==> config.mk <==
export PLATFORM = sky130hd
export DESIGN_NAME = epp_parallel_port_handshake
export DESIGN_NICKNAME = d
export VERILOG_FILES = /design/src/epp_pkg.sv /design/src/epp_sig_if.sv /design/src/epp_line_filter.sv /design/src/epp_timeout.sv /design/src/epp_parallel_port_handshake.sv
export SDC_FILE = /design/constraint.sdc
export NUM_CORES = 1
export LEC_CHECK = 0
export CAP_MARGIN = 10
export CELL_PAD_IN_SITES_DETAIL_PLACEMENT = 0
export CELL_PAD_IN_SITES_GLOBAL_PLACEMENT = 2
export CORE_UTILIZATION = 44
export DETAILED_ROUTE_END_ITERATION = 16
export DONT_BUFFER_PORTS = 1
export HOLD_SLACK_MARGIN = 0.12
export PLACE_DENSITY = 0.83
export SYNTH_ARGS = -nofsm -noshare
export SYNTH_HDL_FRONTEND = slang
export SYNTH_HIERARCHICAL = 1
export SYNTH_SLANG_ARGS = --single-unit
export TNS_END_PERCENT = 30
==> constraint.sdc <==
create_clock -name clock_in -period 5.84 [get_ports clock_in]
set_input_delay 1.168 -clock clock_in [delete_from_list [all_inputs] [get_ports clock_in]]
set_output_delay 1.168 -clock clock_in [all_outputs]
set_load 0.01 [all_outputs]
==> src/epp_pkg.sv <==
`default_nettype none
// ==========================================================================
// Shared constants for the parallel port handshake block
package epp_pkg;
  // ========================================================================
  // Clock and timing
  localparam int CLK_MHZ      = 100;
  localparam int SETTLE_NS    = 50;    // Least quiet time before a line counts
  localparam int SETTLE_CYC   = (SETTLE_NS * CLK_MHZ + 999) / 1000;
  localparam int TOUT_US      = 10;    // Least time before a cycle is aborted
  localparam int TOUT_CYC     = TOUT_US * CLK_MHZ;
  localparam int FIFO_STB_NS  = 500;   // Least strobe width in forward FIFO mode
  localparam int FIFO_STB_CYC = (FIFO_STB_NS * CLK_MHZ + 999) / 1000;

  // ========================================================================
  // Counter widths and typed counts
  localparam int SET_W = 3;
  localparam int TOUT_W = 11;
  localparam int STB_W = 7;
  localparam logic [SET_W-1:0]  SETTLE_LAST = SET_W'(SETTLE_CYC - 1);
  localparam logic [TOUT_W-1:0] TOUT_CNT    = TOUT_W'(TOUT_CYC);
  localparam logic [STB_W-1:0]  FIFO_STB_CNT = STB_W'(FIFO_STB_CYC - 1);

  // ========================================================================
  // Filtered cable lines and mode codes
  localparam int          LINES     = 2;
  localparam int          LINE_WAIT = 0;
  localparam int          LINE_BUSY = 1;
  localparam logic [1:0]  LINE_RST  = 2'h1;  // Wait resets high as if done, busy low
  localparam logic [2:0]  MODE_FIFO = 3'h5;
  localparam logic [7:0]  DATA_RST  = 8'h00;

  // ========================================================================
  // Transfer sequencer states
  typedef enum logic [2:0] {
    EPP_IDLE,
    EPP_SETUP,
    EPP_WAITRDY,
    EPP_STROBE,
    EPP_DONE,
    EPP_F_IDLE,
    EPP_F_SETUP,
    EPP_F_STB
  } epp_state_e;
endpackage
`default_nettype wire

==> src/epp_sig_if.sv <==
`timescale 1ns/1ps
`default_nettype none
// ==========================================================================
// Carrier between the sequencer, the line filter and the timeout timer
interface epp_sig_if;
  import epp_pkg::*;
  logic [LINES-1:0] line_raw;
  logic [LINES-1:0] line_settled;
  logic             timer_run;
  logic             timer_expired;

  modport filt (input line_raw, output line_settled);
  modport tmr  (input timer_run, output timer_expired);
  modport core (output line_raw, input line_settled, output timer_run, input timer_expired);
endinterface
`default_nettype wire

==> src/epp_line_filter.sv <==
`timescale 1ns/1ps
`default_nettype none
// ==========================================================================
// Two-flop synchroniser plus settle filter for the cable status lines
module epp_line_filter
(
  input  wire logic clock_in,
  input  wire logic rst_n_in,
  epp_sig_if.filt   sig
);
  import epp_pkg::*;

  logic [LINES-1:0] meta_r;
  logic [LINES-1:0] sync_r;
  logic [LINES-1:0] settled_r;
  logic [LINES-1:0] settled_nxt;
  logic [SET_W-1:0] cnt_r   [LINES];
  logic [SET_W-1:0] cnt_nxt [LINES];

  // A line only moves once it stayed put long enough; ringing resets the count
  always_comb
  begin
    settled_nxt = settled_r;
    for (int i = 0; i < LINES; i++)
    begin
      cnt_nxt[i] = '0;
      if (sync_r[i] != settled_r[i])
      begin
        if (cnt_r[i] == SETTLE_LAST)
        begin
          settled_nxt[i] = sync_r[i];
        end
        else
        begin
          cnt_nxt[i] = cnt_r[i] + SET_W'(1);
        end
      end
    end
  end

  // Registers; the first flop feeds only the second
  always_ff @(posedge clock_in or negedge rst_n_in)
  begin
    if (!rst_n_in)
    begin
      meta_r    <= LINE_RST;
      sync_r    <= LINE_RST;
      settled_r <= LINE_RST;
      for (int i = 0; i < LINES; i++)
      begin
        cnt_r[i] <= '0;
      end
    end
    else
    begin
      meta_r    <= sig.line_raw;
      sync_r    <= meta_r;
      settled_r <= settled_nxt;
      for (int i = 0; i < LINES; i++)
      begin
        cnt_r[i] <= cnt_nxt[i];
      end
    end
  end

  assign sig.line_settled = settled_r;

  // Wait only moves after a full quiet run of the synchronised level
  AST_WAIT_SETTLE: assert property (@(posedge clock_in) disable iff (!rst_n_in)
    $changed(settled_r[LINE_WAIT]) |->
      $past(cnt_r[LINE_WAIT]) == SETTLE_LAST && $past(sync_r[LINE_WAIT]) == settled_r[LINE_WAIT])
    else $error("wait line settled without quiet period");
endmodule
`default_nettype wire

==> src/epp_timeout.sv <==
`timescale 1ns/1ps
`default_nettype none
// ==========================================================================
// Handshake timeout timer, restarts whenever run drops
module epp_timeout
(
  input  wire logic clock_in,
  input  wire logic rst_n_in,
  epp_sig_if.tmr    sig
);
  import epp_pkg::*;

  logic [TOUT_W-1:0] cnt_r;
  logic [TOUT_W-1:0] cnt_nxt;

  // Saturates at the limit so expiry stays up until the sequencer reacts
  always_comb
  begin
    cnt_nxt = '0;
    if (sig.timer_run)
    begin
      cnt_nxt = (cnt_r == TOUT_CNT) ? cnt_r : cnt_r + TOUT_W'(1);
    end
  end

  // Count register
  always_ff @(posedge clock_in or negedge rst_n_in)
  begin
    if (!rst_n_in)
    begin
      cnt_r <= '0;
    end
    else
    begin
      cnt_r <= cnt_nxt;
    end
  end

  assign sig.timer_expired = (cnt_r == TOUT_CNT);

  // Expiry comes only from a run that reached the full count
  AST_TOUT_EXPIRE: assert property (@(posedge clock_in) disable iff (!rst_n_in)
    $rose(sig.timer_expired) |-> $past(sig.timer_run) && $past(cnt_r) == TOUT_CNT - TOUT_W'(1))
    else $error("timeout expired early");
endmodule
`default_nettype wire

==> src/epp_parallel_port_handshake.sv <==
`timescale 1ns/1ps
`default_nettype none
module epp_parallel_port_handshake
(
  input  wire logic       clock_in,
  input  wire logic       rst_n_in,
  // Host side, from on-chip address decode on this clock
  input  wire logic       host_req_in,
  input  wire logic       host_write_in,
  input  wire logic       host_addr_cycle_in,
  input  wire logic [7:0] host_system_data_in,
  output logic      [7:0] host_system_data_out,
  output logic            chan_ready_out,
  // Configuration and status
  input  wire logic [2:0] port_mode_in,
  input  wire logic       epp_v19_in,
  input  wire logic       port_direction_bit_in,
  input  wire logic       timeout_clr_in,
  output logic            timeout_flag_out,
  // Forward DMA feed
  output logic            dma_req_out,
  input  wire logic       dma_ack_in,
  input  wire logic [7:0] dma_data_in,
  // Cable
  input  wire logic [7:0] cable_data_lines_in,
  output logic      [7:0] cable_data_lines_out,
  output logic            cable_data_oe_n_out,
  output logic            transfer_direction_n_out,
  output logic            data_strobe_n_out,
  output logic            addr_strobe_n_out,
  output logic            host_strobe_n_out,
  input  wire logic       peripheral_wait_n_in,
  input  wire logic       peripheral_busy_in
);
  import epp_pkg::*;

  // ========================================================================
  // Submodules
  epp_sig_if sig ();

  epp_line_filter u_filter
  (
    .clock_in (clock_in),
    .rst_n_in (rst_n_in),
    .sig      (sig.filt)
  );

  epp_timeout u_timeout
  (
    .clock_in (clock_in),
    .rst_n_in (rst_n_in),
    .sig      (sig.tmr)
  );

  // ========================================================================
  // State
  epp_state_e       state_r,   state_nxt;
  logic             wr_r,      wr_nxt;
  logic             addr_r,    addr_nxt;
  logic             dir_n_r,   dir_n_nxt;
  logic             dstb_n_r,  dstb_n_nxt;
  logic             astb_n_r,  astb_n_nxt;
  logic             fstb_n_r,  fstb_n_nxt;
  logic             oe_n_r,    oe_n_nxt;
  logic             rdy_r,     rdy_nxt;
  logic             tout_r,    tout_nxt;
  logic [7:0]       dout_r,    dout_nxt;
  logic [7:0]       rdata_r,   rdata_nxt;
  logic [STB_W-1:0] scnt_r,    scnt_nxt;
  logic [7:0]       dmeta_r;
  logic [7:0]       dsync_r;
  logic             wait_n;
  logic             busy;
  logic             fifo_mode;
  logic             epp_start;
  logic             epp_strobe_n;

  // Raw cable lines go through the filter; read data gets its own two flops
  assign sig.line_raw[LINE_WAIT] = peripheral_wait_n_in;
  assign sig.line_raw[LINE_BUSY] = peripheral_busy_in;
  assign wait_n    = sig.line_settled[LINE_WAIT];
  assign busy      = sig.line_settled[LINE_BUSY];
  assign fifo_mode = (port_mode_in == MODE_FIFO);
  assign epp_start = (state_r == EPP_IDLE) && host_req_in && !fifo_mode;
  assign epp_strobe_n = dstb_n_r & astb_n_r;
  assign sig.timer_run = (state_r == EPP_WAITRDY) || (state_r == EPP_STROBE);

  // Direction line: 1.9 owns it per cycle, 1.7 follows the software bit
  function automatic logic dir_level(input logic v19, input logic writing);
    dir_level = v19 ? !writing : port_direction_bit_in;
  endfunction

  // ========================================================================
  // Next-state logic of the transfer sequencer
  always_comb
  begin
    state_nxt  = state_r;
    wr_nxt     = wr_r;
    addr_nxt   = addr_r;
    dir_n_nxt  = dir_level(epp_v19_in, 1'b0);
    dstb_n_nxt = dstb_n_r;
    astb_n_nxt = astb_n_r;
    fstb_n_nxt = fstb_n_r;
    oe_n_nxt   = oe_n_r;
    rdy_nxt    = rdy_r;
    dout_nxt   = dout_r;
    rdata_nxt  = rdata_r;
    scnt_nxt   = scnt_r;
    // Set wins over clear so a timeout in the clearing cycle is kept
    tout_nxt   = timeout_clr_in ? 1'b0 : tout_r;
    case (state_r)
      EPP_IDLE:
      begin
        rdy_nxt  = 1'b1;
        oe_n_nxt = 1'b0;
        if (fifo_mode)
        begin
          state_nxt = EPP_F_IDLE;
        end
        else if (host_req_in)
        begin
          // Stretch the host cycle from the first edge on
          rdy_nxt   = 1'b0;
          wr_nxt    = host_write_in;
          addr_nxt  = host_addr_cycle_in;
          dir_n_nxt = dir_level(epp_v19_in, host_write_in);
          if (host_write_in)
          begin
            dout_nxt = host_system_data_in;
          end
          else
          begin
            oe_n_nxt = 1'b1;
          end
          state_nxt = EPP_SETUP;
        end
      end
      EPP_SETUP:
      begin
        dir_n_nxt = dir_n_r;
        // Direction and data were set a cycle ago; strobe may now follow
        if (epp_v19_in)
        begin
          state_nxt = EPP_WAITRDY;
        end
        else
        begin
          dstb_n_nxt = addr_r;
          astb_n_nxt = !addr_r;
          state_nxt  = EPP_STROBE;
        end
      end
      EPP_WAITRDY:
      begin
        dir_n_nxt = dir_n_r;
        if (sig.timer_expired)
        begin
          tout_nxt  = 1'b1;
          state_nxt = EPP_DONE;
        end
        else if (!wait_n)
        begin
          dstb_n_nxt = addr_r;
          astb_n_nxt = !addr_r;
          state_nxt  = EPP_STROBE;
        end
      end
      EPP_STROBE:
      begin
        dir_n_nxt = dir_n_r;
        if (wait_n)
        begin
          // Peripheral has answered: end both sides of the cycle
          dstb_n_nxt = 1'b1;
          astb_n_nxt = 1'b1;
          rdy_nxt    = 1'b1;
          if (!wr_r)
          begin
            rdata_nxt = dsync_r;
          end
          state_nxt = EPP_DONE;
        end
        else if (sig.timer_expired)
        begin
          dstb_n_nxt = 1'b1;
          astb_n_nxt = 1'b1;
          tout_nxt   = 1'b1;
          state_nxt  = EPP_DONE;
        end
      end
      EPP_DONE:
      begin
        // Host must drop its request before a new cycle is taken
        dstb_n_nxt = 1'b1;
        astb_n_nxt = 1'b1;
        rdy_nxt    = 1'b1;
        if (!host_req_in)
        begin
          state_nxt = EPP_IDLE;
        end
        else
        begin
          dir_n_nxt = dir_n_r;
        end
      end
      EPP_F_IDLE:
      begin
        oe_n_nxt = 1'b0;
        if (!fifo_mode)
        begin
          state_nxt = EPP_IDLE;
        end
        else if (dma_ack_in && !busy)
        begin
          // Old byte stays on the lines until busy has dropped
          dout_nxt  = dma_data_in;
          state_nxt = EPP_F_SETUP;
        end
      end
      EPP_F_SETUP:
      begin
        fstb_n_nxt = 1'b0;
        scnt_nxt   = FIFO_STB_CNT;
        state_nxt  = EPP_F_STB;
      end
      EPP_F_STB:
      begin
        // Acknowledge is never looked at; the strobe count runs out first, then busy paces the stream
        if (scnt_r != '0)
        begin
          scnt_nxt = scnt_r - STB_W'(1);
        end
        else if (busy)
        begin
          fstb_n_nxt = 1'b1;
          state_nxt  = EPP_F_IDLE;
        end
      end
      default:
      begin
        state_nxt = EPP_IDLE;
      end
    endcase
  end

  // ========================================================================
  // Registers of the sequencer and read data synchroniser
  always_ff @(posedge clock_in or negedge rst_n_in)
  begin
    if (!rst_n_in)
    begin
      state_r  <= EPP_IDLE;
      wr_r     <= 1'b0;
      addr_r   <= 1'b0;
      dir_n_r  <= 1'b1;
      dstb_n_r <= 1'b1;
      astb_n_r <= 1'b1;
      fstb_n_r <= 1'b1;
      oe_n_r   <= 1'b1;
      rdy_r    <= 1'b1;
      tout_r   <= 1'b0;
      dout_r   <= DATA_RST;
      rdata_r  <= DATA_RST;
      scnt_r   <= '0;
      dmeta_r  <= DATA_RST;
      dsync_r  <= DATA_RST;
    end
    else
    begin
      state_r  <= state_nxt;
      wr_r     <= wr_nxt;
      addr_r   <= addr_nxt;
      dir_n_r  <= dir_n_nxt;
      dstb_n_r <= dstb_n_nxt;
      astb_n_r <= astb_n_nxt;
      fstb_n_r <= fstb_n_nxt;
      oe_n_r   <= oe_n_nxt;
      rdy_r    <= rdy_nxt;
      tout_r   <= tout_nxt;
      dout_r   <= dout_nxt;
      rdata_r  <= rdata_nxt;
      scnt_r   <= scnt_nxt;
      dmeta_r  <= cable_data_lines_in;
      dsync_r  <= dmeta_r;
    end
  end

  // ========================================================================
  // Outputs; channel ready drops combinationally in the request cycle
  assign chan_ready_out           = rdy_r && !epp_start;
  assign dma_req_out              = (state_r == EPP_F_IDLE) && fifo_mode && !busy;
  assign host_system_data_out     = rdata_r;
  assign timeout_flag_out         = tout_r;
  assign cable_data_lines_out     = dout_r;
  assign cable_data_oe_n_out      = oe_n_r;
  assign transfer_direction_n_out = dir_n_r;
  assign data_strobe_n_out        = dstb_n_r;
  assign addr_strobe_n_out        = astb_n_r;
  assign host_strobe_n_out        = fstb_n_r;

  // ========================================================================
  // Checks
  AST_DIR_BEFORE_STB: assert property (@(posedge clock_in) disable iff (!rst_n_in)
    $fell(epp_strobe_n) && wr_r && epp_v19_in |-> !dir_n_r && !$past(dir_n_r))
    else $error("write strobe without direction low first");

  AST_DATA_BEFORE_STB: assert property (@(posedge clock_in) disable iff (!rst_n_in)
    $fell(epp_strobe_n) && wr_r |-> !oe_n_r && $stable(dout_r))
    else $error("write data not stable at strobe");

  AST_V19_READY: assert property (@(posedge clock_in) disable iff (!rst_n_in)
    $fell(epp_strobe_n) && epp_v19_in |-> $past(!wait_n))
    else $error("1.9 strobe before wait asserted");

  AST_STB_RELEASE: assert property (@(posedge clock_in) disable iff (!rst_n_in)
    state_r == EPP_STROBE && wait_n |=> epp_strobe_n && rdy_r)
    else $error("strobe or ready not released on wait");

  AST_READY_LOW: assert property (@(posedge clock_in) disable iff (!rst_n_in)
    epp_start |-> !chan_ready_out ##1 !chan_ready_out)
    else $error("channel ready not stretched");

  AST_READY_AFTER_WAIT: assert property (@(posedge clock_in) disable iff (!rst_n_in)
    $rose(rdy_r) |-> $past(wait_n) || tout_r)
    else $error("channel ready released before wait");

  AST_READ_FLOAT: assert property (@(posedge clock_in) disable iff (!rst_n_in)
    $fell(epp_strobe_n) && !wr_r |-> oe_n_r && $past(oe_n_r))
    else $error("read strobe with drivers on");

  AST_READ_CAPTURE: assert property (@(posedge clock_in) disable iff (!rst_n_in)
    state_r == EPP_STROBE && !wr_r && wait_n |=> host_system_data_out == $past(dsync_r))
    else $error("read byte not passed to host");

  AST_DIR_IDLE: assert property (@(posedge clock_in) disable iff (!rst_n_in)
    epp_v19_in && $past(epp_v19_in) && state_r == EPP_IDLE |-> dir_n_r)
    else $error("direction low outside write");

  AST_FIFO_PACE: assert property (@(posedge clock_in) disable iff (!rst_n_in)
    $fell(fstb_n_r) |-> $past(dma_req_out && dma_ack_in, 2))
    else $error("forward strobe without DMA byte");

  AST_FIFO_HOLD: assert property (@(posedge clock_in) disable iff (!rst_n_in)
    state_r == EPP_F_STB |=> $stable(dout_r))
    else $error("forward data changed while busy");

  AST_TOUT_FLAG: assert property (@(posedge clock_in) disable iff (!rst_n_in)
    $rose(tout_r) |-> $past(sig.timer_expired) ##1 (tout_r || $past(timeout_clr_in)))
    else $error("timeout flag without expiry");
endmodule
`default_nettype wire

==> impl_metrics.sql <==
INSERT INTO impl_metrics (metric_group, metric, value, unit) VALUES
('placed_design', 'dp_hpwl', '4050', 'um'),
('outcome', 'status', 'complete, no violations', ''),
('clocking', 'ctsHoldBuffers', '0', ''),
('global_routing', 'number_of_antenna_violations_at_the_first_check_in_global_routing', '0', ''),
('die', 'initial_utilization', '45.6', '%'),
('logic_synthesis', 'syn-num-nets', '330', ''),
('clocking', 'clock_tree.root_cell', 'sky130_fd_sc_hd__clkbuf_8', ''),
('clocking', 'post-cts-setup-buffers', '0', ''),
('placed_design', 'io_buffers', '0', ''),
('timing', 'achievable-frequency', '295', 'MHz'),
('setup_path', 'worst-endpoint-arrival', '2.23', 'ns'),
('clocking', 'cts_buffers', '9', ''),
('die', 'dieWidth', '88.7', 'um'),
('setup_path', 'worst-setup-path-type', 'reg -> out', ''),
('placed_design', 'dpl_cell_area', '0.00339', 'sq mm'),
('setup_path', 'reg2reg_to', 'state_r[1]$_DFFE_PN0P_', ''),
('min_path', 'hold_end', 'dsync_r[1]$_DFF_PN0_', ''),
('min_path', 'holdCritPathClass', 'reg -> reg', ''),
('setup_path', 'critical_register_to_register_path_startpoint', 'u_timeout/cnt_r[0]$_DFFE_PN0P_', ''),
('timing', 'period_share', '58.1', '%'),
('timing', 'hold_viol', '0', ''),
('timing', 'worstMarginPinSlew', '0.797', 'ns'),
('logic_synthesis', 'synth_ff_type', 'sky130_fd_sc_hd__dfrtp_1', ''),
('cells_and_area', 'mostFrequentLayoutCells', 'sky130_fd_sc_hd__dfrtp_1 (65), sky130_fd_sc_hd__nor2_1 (22), sky130_fd_sc_hd__a21oi_1 (22), sky130_fd_sc_hd__inv_1 (18), sky130_fd_sc_hd__nand2_1 (18)', ''),
('setup_path', 'crit_fanout', '19', ''),
('run', 'cap_violations', '0', ''),
('clocking', 'clock_tree.htree_level_count', '3', ''),
('cells_and_area', 'layout.nets', '334', ''),
('logic_synthesis', 'library_cells_used_by_synthesis', '56', ''),
('logic_synthesis', 'synth_top_cell_by_area', 'sky130_fd_sc_hd__dfrtp_1', ''),
('detailed_routing', 'drt_first_pass_iters', '4', ''),
('detailed_routing', 'wl_per_cell', '15.2', 'um'),
('die', 'core.rowCount', '31', ''),
('cells_and_area', 'ant_diodes', '0', ''),
('die', 'coreArea', '0.00725', 'sq mm'),
('cells_and_area', 'design_area', '0.00360', 'sq mm'),
('timing', 'tns', '0', 'ns'),
('timing', 'slew_viol_final', '0', ''),
('logic_synthesis', 'synth_enable_flop_cells', '0', ''),
('global_routing', 'overflow', '0', ''),
('timing', 'setup_viol', '0', ''),
('logic_synthesis', 'postSynthAreaPerCell', '11.6', 'sq um'),
('detailed_routing', 'routed_antenna_nets', '0', ''),
('detailed_routing', 'via_count', '2086', ''),
('timing', 'finalWorstPathRequiredPeriod', '3.39', 'ns'),
('logic_synthesis', 'syn_inst', '285', ''),
('die', 'floorplan_die_area', '0.00787', 'sq mm'),
('global_routing', 'grtUsageTotal', '15.9', '%'),
('setup_path', 'worst_setup_path_start_kind', 'register', ''),
('placed_design', 'globalplace.congestion', '0.767', ''),
('pwr', 'vdd.ir_drop.worst', '0.224', 'mV'),
('detailed_routing', 'routed_via_density', '5.31', ''),
('logic_synthesis', 'synth_area', '0.00331', 'sq mm'),
('timing', 'rsz0062_at_grt', 'no', ''),
('logic_synthesis', 'ys_seq_elements', '74', ''),
('global_routing', 'grt_pass1_vias', '1945', ''),
('clocking', 'clk-insertion-delay-late', '0.35', 'ns'),
('logic_synthesis', 'synth.area.top_cells', 'sky130_fd_sc_hd__dfrtp_1 (49%), sky130_fd_sc_hd__dfstp_2 (7.2%), sky130_fd_sc_hd__mux2_2 (4.1%), sky130_fd_sc_hd__mux2i_1 (3.6%), sky130_fd_sc_hd__a21oi_1 (3.3%)', ''),
('timing', 'max-slew-margin-rel', '46.7', '%'),
('die', 'ios', '62', ''),
('logic_synthesis', 'synth_sequential_area_ratio', '56.3', '%'),
('detailed_routing', 'drtIter0Drc', '67', ''),
('setup_path', 'worst-r2r-setup-slack', '3.36', 'ns'),
('detailed_routing', 'routed_wirelength', '5960', 'um'),
('cells_and_area', 'layout.cells.most_common', 'sky130_fd_sc_hd__dfrtp_1', ''),
('detailed_routing', 'drc', '0', ''),
('die', 'die_height', '88.7', 'um'),
('logic_synthesis', 'synth_warnings', '6', ''),
('pwr', 'leakage_power_of_the_design', '1.52', 'nW'),
('clocking', 'clkSlewWorstSetupHoldPaths', '0.09', 'ns'),
('setup_path', 'rr_worst_depth', '9', '');
## Yosys cell counts, types with 2 or more instances
cell type	number
sky130_fd_sc_hd__buf_2	4
sky130_fd_sc_hd__dfrtp_1	65
sky130_fd_sc_hd__mux2_2	12
sky130_fd_sc_hd__a211oi_1	2
sky130_fd_sc_hd__a21o_1	2
sky130_fd_sc_hd__mux2i_1	12
sky130_fd_sc_hd__nor3_1	4
sky130_fd_sc_hd__ha_1	7
sky130_fd_sc_hd__dfstp_2	9
sky130_fd_sc_hd__nand4_1	2
sky130_fd_sc_hd__o22ai_1	2
sky130_fd_sc_hd__nand2b_1	4
sky130_fd_sc_hd__nor3b_1	3
sky130_fd_sc_hd__o21ai_0	11
sky130_fd_sc_hd__o221ai_1	2
sky130_fd_sc_hd__and3_1	2
sky130_fd_sc_hd__nor2_1	22
sky130_fd_sc_hd__nand2_1	18
sky130_fd_sc_hd__or3b_1	3
sky130_fd_sc_hd__nand3b_1	5
sky130_fd_sc_hd__a21oi_1	22
sky130_fd_sc_hd__o31ai_1	3
sky130_fd_sc_hd__xnor2_1	3
sky130_fd_sc_hd__or3_1	3
sky130_fd_sc_hd__inv_1	18
sky130_fd_sc_hd__nand3_1	11
sky130_fd_sc_hd__or4_1	3
sky130_fd_sc_hd__nor2b_1	3
## how the worst max path moves through the flow
stage | endpoint | slack, ns | cells after the start | from
after global routing | dma_req_out | 2.17 | 2 | state_r[0]$_DFFE_PN0P_
final | dma_req_out | 2.45 | 2 | state_r[0]$_DFFE_PN0P_
after global placement | chan_ready_out | 2.59 | 3 | port_mode_in[1]
after detailed placement | chan_ready_out | 2.56 | 3 | port_mode_in[1]
after floorplan | chan_ready_out | 2.75 | 3 | port_mode_in[1]
after CTS | dma_req_out | 2.43 | 2 | state_r[0]$_DFFE_PN0P_
## kinds of logic (layout without fill, tap and decap cells)
group | count (synthesis) | after routing | synth area share, %
adder cells (fa/ha/maj) | 7 | 7 | 2.65
XOR/XNOR | 4 | 4 | 1.06
buffers and inverters | 25 | 34 | 3.22
flip-flops | 74 | 74 | 56.3
AO/OA/AOI/OAI | 55 | 55 | 11.3
AND/OR/NAND/NOR | 95 | 95 | 17.3
multiplexers | 25 | 25 | 8.17
## through the flow
stage	instances	hold WS (ns)	setup WS, ns	util [%]
after floorplan	285	0.331	2.75	-
after global placement	377	0.332	2.59	46.8
after detailed placement	377	0.335	2.56	46.8
after CTS	393	0.353	2.43	49.6
after global routing	393	0.358	2.17	49.6
final	393	0.347	2.45	49.6
## power by group
| group | total [W] | internal, W | switching [W] |
|---|---|---|---|
| registers | 0.000840 | 0.000663 | 0.000177 |
| logic | 0.000451 | 0.000216 | 0.000236 |
| clock network | 0.000409 | 0.000205 | 0.000204 |
## critical path: stages (launching register included)
cell and delay (ns):
sky130_fd_sc_hd__dfrtp_1 0.68, sky130_fd_sc_hd__nand3b_1 0.66, sky130_fd_sc_hd__nor3_1 0.54
## state kept, by name (all words and copies together), names as in the netlist
name and count:
host_system_data_out 8, state_r 3, u_filter/meta_r 2, transfer_direction_n_out 1, addr_r 1, scnt_r 7, cable_data_lines_out 8, u_timeout/cnt_r 11
timeout_flag_out 1, dmeta_r 8, cable_data_oe_n_out 1, rdy_r 1, u_filter/cnt_r 6, host_strobe_n_out 1, dsync_r 8, addr_strobe_n_out 1
u_filter/sync_r 2, wr_r 1, data_strobe_n_out 1, u_filter/sig.line_settled 2
## per-layer routing
layer	routed length [um]	vias up	share of wire, %	global-route usage (%)
met5	0	-	0	0
met4	15	0	0.25	6.16
met3	302	3	5.1	5.50
met2	2910	47	49	24.3
met1	2730	1017	46	20.9
li1	-	1019	-	-
## area by class of cell
class / instances / area [sq um]
multi-input combinational: 186 / 1340
inverter: 18 / 67.6
clock buffer: 9 / 124
sequential: 74 / 1860
tap: 99 / 124
clock inverter: 7 / 82.6
fill: 672 / 3650
Note: power is estimated with default switching activity, not from simulation.
